[src/pkg/pta_defines.svh]
`ifndef PTA_DEFINES_SVH
`define PTA_DEFINES_SVH

// ----------------------------------------------------------------------------
// Word widths
// ----------------------------------------------------------------------------
`define PTA_WORD_W       16
`define PTA_SUM_W        17

// ----------------------------------------------------------------------------
// Control word field positions
// ----------------------------------------------------------------------------
`define PTA_CTW_MODE_BIT 8

// ----------------------------------------------------------------------------
// Low-word moduli (limit plus one) and reset values
// ----------------------------------------------------------------------------
`define PTA_MOD_BIN      17'h08000
`define PTA_MOD_DEC      17'h02710
`define PTA_WORD_ZERO    16'h0000
`define PTA_SUM_ZERO     17'h00000

`endif

[src/pkg/pta_pkg.sv]
`default_nettype none

package pta_pkg;

    // ------------------------------------------------------------------------
    // Sequencer states, one-hot
    // ------------------------------------------------------------------------
    typedef enum logic [4:0] {
        PTA_IDLE   = 5'h01,
        PTA_FETCH  = 5'h02,
        PTA_ADD    = 5'h04,
        PTA_NORM   = 5'h08,
        PTA_FINISH = 5'h10
    } pta_state_t;

    // ------------------------------------------------------------------------
    // Two-word total: value = high * modulus + low
    // ------------------------------------------------------------------------
    typedef struct packed {
        logic [15:0] high;
        logic [15:0] low;
    } pta_pair_t;

endpackage : pta_pkg

`default_nettype wire

[src/hw/pta_pulse_totalizer.sv]
`timescale 1ns/1ps
`default_nettype none
`include "pta_defines.svh"

module pta_pulse_totalizer
    import pta_pkg::*;
(
    input  wire logic        SYS_CLK_IN,
    input  wire logic        SYS_RST_IN,
    input  wire logic        ENABLE_IN,
    input  wire logic        CYCLE_END_IN,
    input  wire logic        STORE_AND_CLEAR_IN,
    input  wire logic [15:0] CONTROL_WORD_IN,
    input  wire logic [15:0] PULSE_COUNT_IN,
    output logic             COUNT_CLEAR_OUT,
    output pta_pair_t        RUNNING_TOTAL_OUT,
    output pta_pair_t        SAVED_TOTAL_OUT,
    output logic             EXECUTION_OK_OUT,
    output logic             EXEC_DONE_OUT
);

    // ------------------------------------------------------------------------
    // State
    // ------------------------------------------------------------------------
    pta_state_t                state_reg;
    pta_state_t                state_next;
    pta_pair_t                 run_reg;
    pta_pair_t                 saved_reg;
    logic [`PTA_WORD_W-1:0]    count_reg;
    logic                      fault_reg;
    logic                      mode_reg;
    logic [`PTA_SUM_W-1:0]     work_low_reg;
    logic [`PTA_WORD_W-1:0]    work_high_reg;
    logic [`PTA_WORD_W-1:0]    count_sync;

    // ------------------------------------------------------------------------
    // Count bus from the pulse module crosses in through two flops
    // ------------------------------------------------------------------------
    pta_sync #(
        .WIDTH (`PTA_WORD_W)
    ) u_count_sync (
        .clk_in (SYS_CLK_IN),
        .rst_in (SYS_RST_IN),
        .d_in   (PULSE_COUNT_IN),
        .q_out  (count_sync)
    );

    // ------------------------------------------------------------------------
    // Decode and arithmetic
    // ------------------------------------------------------------------------
    wire logic [`PTA_SUM_W-1:0] modulus;
    wire logic                  needs_wrap;
    wire logic [`PTA_SUM_W-1:0] add_sum;
    wire logic                  start_exec;
    wire logic                  count_negative;

    // Mode picks the low-word modulus
    assign modulus        = mode_reg ? `PTA_MOD_BIN : `PTA_MOD_DEC;
    assign needs_wrap     = (work_low_reg >= modulus);
    assign add_sum        = {1'b0, run_reg.low} + {1'b0, count_reg};
    assign start_exec     = ENABLE_IN && CYCLE_END_IN;
    // A negative integer count is treated as a fault and not accumulated
    assign count_negative = count_sync[`PTA_WORD_W-1];

    // ------------------------------------------------------------------------
    // Sequencer: fetch, add, normalise, finish; enable low aborts
    // ------------------------------------------------------------------------
    always_comb begin
        state_next = state_reg;
        case (state_reg)
            PTA_IDLE: begin
                if (start_exec) begin
                    state_next = PTA_FETCH;
                end
            end
            PTA_FETCH: begin
                state_next = PTA_ADD;
            end
            PTA_ADD: begin
                state_next = PTA_NORM;
            end
            PTA_NORM: begin
                if (!needs_wrap) begin
                    state_next = PTA_FINISH;
                end
            end
            PTA_FINISH: begin
                state_next = PTA_IDLE;
            end
            default: begin
                state_next = PTA_IDLE;
            end
        endcase
        if (!ENABLE_IN) begin
            state_next = PTA_IDLE;
        end
    end

    always_ff @(posedge SYS_CLK_IN) begin
        if (SYS_RST_IN) begin
            state_reg <= PTA_IDLE;
        end else begin
            state_reg <= state_next;
        end
    end

    // ------------------------------------------------------------------------
    // Fetch: latch count and mode, then clear the pulse module's counter
    // ------------------------------------------------------------------------
    always_ff @(posedge SYS_CLK_IN) begin
        if (SYS_RST_IN) begin
            count_reg       <= `PTA_WORD_ZERO;
            fault_reg       <= 1'b0;
            mode_reg        <= 1'b0;
            COUNT_CLEAR_OUT <= 1'b0;
        end else begin
            COUNT_CLEAR_OUT <= (state_reg == PTA_FETCH) && ENABLE_IN;
            if (state_reg == PTA_FETCH) begin
                count_reg <= count_sync;
                fault_reg <= count_negative;
                mode_reg  <= CONTROL_WORD_IN[`PTA_CTW_MODE_BIT];
            end
        end
    end

    // ------------------------------------------------------------------------
    // Working sum: add once, then strip moduli one per cycle
    // ------------------------------------------------------------------------
    // Iterating keeps the path short; at most a handful of cycles per count
    always_ff @(posedge SYS_CLK_IN) begin
        if (SYS_RST_IN) begin
            work_low_reg  <= `PTA_SUM_ZERO;
            work_high_reg <= `PTA_WORD_ZERO;
        end else if (state_reg == PTA_ADD) begin
            work_low_reg  <= fault_reg ? {1'b0, run_reg.low} : add_sum;
            work_high_reg <= run_reg.high;
        end else if ((state_reg == PTA_NORM) && needs_wrap) begin
            work_low_reg  <= work_low_reg - modulus;
            work_high_reg <= work_high_reg + 16'h0001;
        end
    end

    // ------------------------------------------------------------------------
    // Finish: commit total, or copy it out and zero it
    // ------------------------------------------------------------------------
    // The add has already landed, so a same-cycle clear keeps those pulses
    always_ff @(posedge SYS_CLK_IN) begin
        if (SYS_RST_IN) begin
            run_reg   <= '0;
            saved_reg <= '0;
        end else if ((state_reg == PTA_FINISH) && ENABLE_IN) begin
            if (STORE_AND_CLEAR_IN) begin
                saved_reg.low  <= work_low_reg[`PTA_WORD_W-1:0];
                saved_reg.high <= work_high_reg;
                run_reg        <= '0;
            end else begin
                run_reg.low    <= work_low_reg[`PTA_WORD_W-1:0];
                run_reg.high   <= work_high_reg;
            end
        end
    end

    // ------------------------------------------------------------------------
    // Outputs, all from flops, forced to zero while disabled
    // ------------------------------------------------------------------------
    always_ff @(posedge SYS_CLK_IN) begin
        if (SYS_RST_IN) begin
            RUNNING_TOTAL_OUT <= '0;
            SAVED_TOTAL_OUT   <= '0;
            EXECUTION_OK_OUT  <= 1'b0;
            EXEC_DONE_OUT     <= 1'b0;
        end else if (!ENABLE_IN) begin
            RUNNING_TOTAL_OUT <= '0;
            SAVED_TOTAL_OUT   <= '0;
            EXECUTION_OK_OUT  <= 1'b0;
            EXEC_DONE_OUT     <= 1'b0;
        end else begin
            RUNNING_TOTAL_OUT <= run_reg;
            SAVED_TOTAL_OUT   <= saved_reg;
            EXEC_DONE_OUT     <= (state_reg == PTA_FINISH);
            if (state_reg == PTA_FINISH) begin
                EXECUTION_OK_OUT <= !fault_reg;
            end
        end
    end
endmodule // pta_pulse_totalizer

`default_nettype wire

[src/hw/pta_sync.sv]
`timescale 1ns/1ps
`default_nettype none

// ----------------------------------------------------------------------------
// Two-stage synchroniser for a word from outside the clock domain
// ----------------------------------------------------------------------------
module pta_sync #(
    parameter int WIDTH = 16
) (
    input  wire logic             clk_in,
    input  wire logic             rst_in,
    input  wire logic [WIDTH-1:0] d_in,
    output logic      [WIDTH-1:0] q_out
);

    logic [WIDTH-1:0] meta_reg;

    // First stage feeds only the second stage
    always_ff @(posedge clk_in) begin
        if (rst_in) begin
            meta_reg <= '0;
            q_out    <= '0;
        end else begin
            meta_reg <= d_in;
            q_out    <= meta_reg;
        end
    end

endmodule // pta_sync

`default_nettype wire

[config.mk]
export PLATFORM = sky130hd
export DESIGN_NAME = pta_pulse_totalizer
export DESIGN_NICKNAME = d
export VERILOG_FILES = /design/src/pkg/pta_pkg.sv /design/src/hw/pta_pulse_totalizer.sv /design/src/hw/pta_sync.sv
export VERILOG_INCLUDE_DIRS = /design/src /design/src/pkg
export SDC_FILE = /design/constraint.sdc
export NUM_CORES = 1
export LEC_CHECK = 0
export BUFFER_PORTS_ARGS = -buffer_cell sky130_fd_sc_hd__buf_4
export CORE_ASPECT_RATIO = 1.5
export CORE_MARGIN = 10
export CORE_UTILIZATION = 60
export DETAILED_ROUTE_END_ITERATION = 7
export GPL_TIMING_DRIVEN = 0
export PLACE_DENSITY = 0.82
export SLEW_MARGIN = 5
export SYNTH_ARGS = -nofsm -noshare
export SYNTH_HDL_FRONTEND = slang
export SYNTH_SLANG_ARGS = --single-unit
[constraint.sdc]
create_clock -name SYS_CLK_IN -period 5 [get_ports SYS_CLK_IN]
set_input_delay 0.5 -clock SYS_CLK_IN [delete_from_list [all_inputs] [get_ports SYS_CLK_IN]]
set_output_delay 0.5 -clock SYS_CLK_IN [all_outputs]
set_load 0.05 [all_outputs]
# --- Yosys cells after proc, flatten, opt, wreduce, memory -nomap -nowiden ---
# Cells that the tools add are included.
word_totals:
  reg_bits: 219
  inputBits: 37
  out_inout_bits: 67
  word_cells: 50
classes:
  n_addsub: 3
  magnitude_cmp: 1
  eq_ne: 7
  n_mux: 10
  n_bitwise: 1
  reduce_logical: 9
ops:
  columns: ["operator", "count"]
  rows:
  - ["17-bit two-way mux", 3]
  - ["16-bit two-way mux", 3]
  - ["32-bit two-way mux", 1]
  - ["5-bit one-hot mux with 4 select lines", 1]
  - ["16-bit by 16-bit adder with 17-bit output", 1]
  - ["17-bit by 16-bit >= comparator with 1-bit output", 1]
  - ["17-bit by 16-bit subtractor with 17-bit output", 1]
  - ["16-bit by 1-bit adder with 16-bit output, second input constant", 1]
  - ["5-bit two-way mux", 2]
  - ["5-bit by 1-bit == test with 1-bit output, second input constant", 1]
  - ["5-bit by 2-bit == test with 1-bit output, second input constant", 1]
  - ["5-bit by 3-bit == test with 1-bit output, second input constant", 1]
  - ["5-bit by 4-bit == test with 1-bit output, second input constant", 1]
  - ["5-bit == test, second input constant", 1]
  - ["1-bit logical AND", 4]
  - ["2-bit inequality test, second input constant", 2]
  - ["2-bit AND reduction", 2]
  - ["2-bit nonzero test", 1]
  - ["2-bit OR reduction", 1]
  - ["1-bit zero test", 1]
  - ["1-bit NOT", 1]

# --- Logic depth before layout (Yosys ltp) ---
depth:
  depth_word: 5
  ltp_mapped: 11
  mapped_depth_nobuf: 10

# --- Modules after synthesis ---
# Synthesis repeated with hierarchy kept, for this count alone.
hier_totals:
  cells_unflattened: 956
  area_unflattened_um2: 8749.6
modules_own_cells:
  columns: ["mod", "n_inst", "cells_per_inst", "area_per_inst_um2", "seq_area_each_um2"]
  rows:
  - ["pta_pulse_totalizer", 1, 889, 7886.3, 3723.6]
  - ["pta_sync", 1, 67, 863.3, 640.6]

# --- Worst setup path after synthesis ---
# OpenSTA, ideal clock, no wires.
synth_path:
  kind: "register to register"
  from: "reg mode_reg"
  to: "reg work_low_reg[16]"
  setup_ps: 134
  arrival_time_ps: 2077
  required_time_ps: 4866
  setup_slack_ps: 2789
  path_stages_with_launch: 12
  path_buffers: 2
  synth_period_minus_slack_ps: 2211
  cell_sequence: "dfxtp_1 > inv_1 > ha_1 > or4b_4 > a21oi_2 > a31oi_1 > or2_1 > buf_6 > buf_6 > nand3b_1 > a21boi_1 > o32ai_1"
synth_between:
  elab_chain_len: 4
  word_cells_on_any_way: 7
  cone_classes: "add/sub (1); order compare (1); mux (3); reduce/logical (2)"
synth_lines:
  columns: ["element", "line_no", "text"]
  rows:
  - ["start: declaration", "pta_pulse_totalizer.sv:31", "logic mode_reg;"]
  - ["start signal: assignment", "pta_pulse_totalizer.sv:121", "mode_reg <= CONTROL_WORD_IN[`PTA_CTW_MODE_BIT];"]
  - ["16-bit two-way mux (no line) (*)", null, null]
  - ["17-bit by 16-bit subtractor with 17-bit output or 17-bit by 16-bit >= comparator with 1-bit output (tied branches)", "pta_pulse_totalizer.sv:138, pta_pulse_totalizer.sv:59", null]
  - ["17-bit two-way mux or 1-bit logical AND (tied branches)", "pta_pulse_totalizer.sv:137", "end else if ((state_reg == PTA_NORM) && needs_wrap) begin"]
  - ["17-bit two-way mux or 2-bit nonzero test (tied branches)", null, null]
  - ["end signal: assignment", "pta_pulse_totalizer.sv:132", "work_low_reg <= `PTA_SUM_ZERO;"]
  - ["end signal: assignment", "pta_pulse_totalizer.sv:135", "work_low_reg <= fault_reg ? {1'b0, run_reg.low} : add_sum;"]
  - ["end signal: assignment", "pta_pulse_totalizer.sv:138", "work_low_reg <= work_low_reg - modulus;"]
  - ["end: declaration", "pta_pulse_totalizer.sv:32", "logic [`PTA_SUM_W-1:0] work_low_reg;"]
# Every way passes the cells marked *; elsewhere a longest branch is shown, timed or not. The select of a mux whose other input is x is not followed.
# A chain may end at the register's enable or synchronous reset.

# --- Worst setup path after layout ---
layout_path:
  from: "reg mode_reg"
  to: "reg work_low_reg[14]"
# Same word-level chain as after synthesis.

==> results.ini <==
[sta]
setup_slack_ns=2.08
layout_min_cycle_time_ns=2.92
finalClockSkew_ns=0.0126
tightest_slew_ns=0.899
rsz0062_at_grt=no
setup_viol=0
slew_viol_final=0
fmax_mhz=342
hold_violations=0
post-route-period-util_pct=58.5
tns_ns=0
slew_headroom_pct=39.8

[clock_network]
cts_buffer_depth=3
h-tree-depth=1
clk_pin_slew_ns=0.06
cts_buffers=20
cts_tree=built
cts-root-buf=clkbuf_16
ctsResizeCount=0
cts_setup_buffers=0
clock_latency_ns=0.50
cts_hold_buf=0
clock-sinks=218

[layout]
n_antenna_cell=0
fillers=1043
register_area_um2=4360
fin_cells=1190
multiInputGateArea_um2=3790
areaGrowthSynthToFinish_pct=18.6
drive_above_1_share_pct=12.9
finish.utilization_pct=73.3
mostFrequentLayoutCells=dfxtp_1 (218), nand2_1 (138), buf_4 (88)
fin_nets=1077
layout_commonest_cell=dfxtp_1

[die]
die_h_um=165
die_x_um=117
num_io_pins=104
coreArea_um2=13600
rows=52
dieArea_um2=19200
initial_core_util_pct=61.8

[pwr]
worst_ir_drop_vdd_mv=0.287
power.density_nw_per_um2=346
leakagePower_nw=4.02

[worst_hold_path]
worst_hold_path_type=in -> reg
worst_hold_path.num_cells=2

[critical_path]
path_class=reg -> reg
worstPathArrival_ns=3.34
cp.required_ns=5.41
crit_path_end_kind=register
start_kind=register
crit_fanout=10
reg2reg_depth=10

[placed_design]
place.gp.congestion=0.908
portBuffers=87
place_hpwl_um=16100
dp_slack_ns=2.18
placed_cells=1155

[grt]
grt_pass1_wl_um=34900
grt_usage_pct=22.9
grt_max_degree=18
grt.overflow.total=0
antenna_found_initial=0
grt_pass1_vias=6833

[routing]
drt-initial-drc-count=388
first_pass_iters=5
wire_per_inst_um=18.6
final_antenna_net_count=0
routed_wl_um=22100
avgViaCountPerCell=5.72
route.detailed.drc=0
num_vias=6805

[synthesis]
yosysWarnings=0
async_reset_ff_share_pct=0
syn_inst=906
synth-main-ff-cell=dfxtp_1
ys_seq_area_share_pct=51.9
netlist_area_um2=8400
synth.net_count=968
synth_edf_count=0
synth.distinct_cells=62
avgSynthCellArea_um2=9.27
ys_ff_latch=218

[status]
status=complete, no violations

[job]
cap_violations=0

-- per-layer routing --
layer / share of wire [%] / vias to the layer above / GRT usage (%)
li1: - / 3315 / -
met1: 36 / 3162 / 21.9
met2: 53 / 246 / 43.9
met3: 5.8 / 82 / 4.14
met4: 5.8 / 0 / 13.2
met5: 0 / - / 0
-- cell usage after synthesis, types with 6 or more instances --
master / count / area [um^2]
a211oi_1: 21 / 158
a21o_1: 7 / 52.6
a21oi_1: 79 / 395
a22o_1: 20 / 175
and2_1: 66 / 413
and3_1: 21 / 131
clkbuf_1: 48 / 180
dfxtp_1: 218 / 4360
ha_1: 24 / 300
inv_1: 9 / 33.8
mux2i_1: 6 / 60.1
nand2_1: 138 / 518
nand3_1: 9 / 45.0
nand4_1: 9 / 56.3
nor2_1: 53 / 199
nor2b_1: 34 / 213
nor3_1: 13 / 65.1
o21ai_0: 16 / 80.1
xnor2_1: 21 / 184
xor2_1: 14 / 123
-- cells by family (layout without fill, tap and decap cells) --
kind of cell / Yosys count / in the layout / synth area share [%]
simple gates: 375 / 375 / 22.7
mux: 6 / 6 / 0.715
xor+xnor: 35 / 35 / 3.65
compound gates: 185 / 185 / 14.2
buf+inv: 62 / 184 / 3.01
fa+ha+maj: 25 / 25 / 3.81
flops: 218 / 218 / 51.9
-- worst max-delay path: stages, from the launching register on --
cell	delay, ns
dfxtp_1	0.50
inv_1	0.15
ha_1	0.33
nor4b_1	0.52
nand4_1	0.19
o22ai_2	0.18
nor2_1	0.14
buf_4	0.21
nor3_1	0.29
xnor2_1	0.10
a211oi_1	0.22
-- stage by stage --
stage                     power [W]  hold slack [ns]  instance area [um^2]
after floorplan             0.00183            0.414                  8400
after global placement      0.00186            0.416                  9260
after detailed placement    0.00186            0.426                  9260
after CTS                   0.00346            0.203                  9960
after global routing        0.00354            0.217                  9960
final                       0.00345            0.209                  9960
-- power by group --
| group | switching (W) | internal (W) | leakage, nW | total [W] |
|---|---|---|---|---|
| clock network | 0.000661 | 0.000963 | 0.336 | 0.00162 |
| logic | 0.0000469 | 0.0000243 | 1.92 | 0.0000712 |
| registers | 0.00000389 | 0.00175 | 1.76 | 0.00175 |
| total | 0.000712 | 0.00274 | 4.02 | 0.00345 |
-- final cells by class --
cell class                      count  share of cell area (%)
Inverter                            9                   0.339
Multi-Input combinational cell    626                    38.0
Tap cell                          162                    2.03
Clock buffer                       23                    5.24
Sequential cell                   218                    43.8
Buffer                             53                    2.20
Clock inverter                     12                    1.83
Timing Repair Buffer               87                    6.56
-- path summary, 6_finish.rpt --
path / from / endpoint / slack, ns
worst max-delay path: mode_reg / work_low_reg[14] / 2.08
worst min register to register: u_count_sync.meta_reg[9] / u_count_sync.q_out[9] / 0.43
worst max register to register: mode_reg / work_low_reg[14] / 2.08
worst min-delay path: PULSE_COUNT_IN[2] / u_count_sync.meta_reg[2] / 0.21
Note: power is estimated with default switching activity, not from simulation.
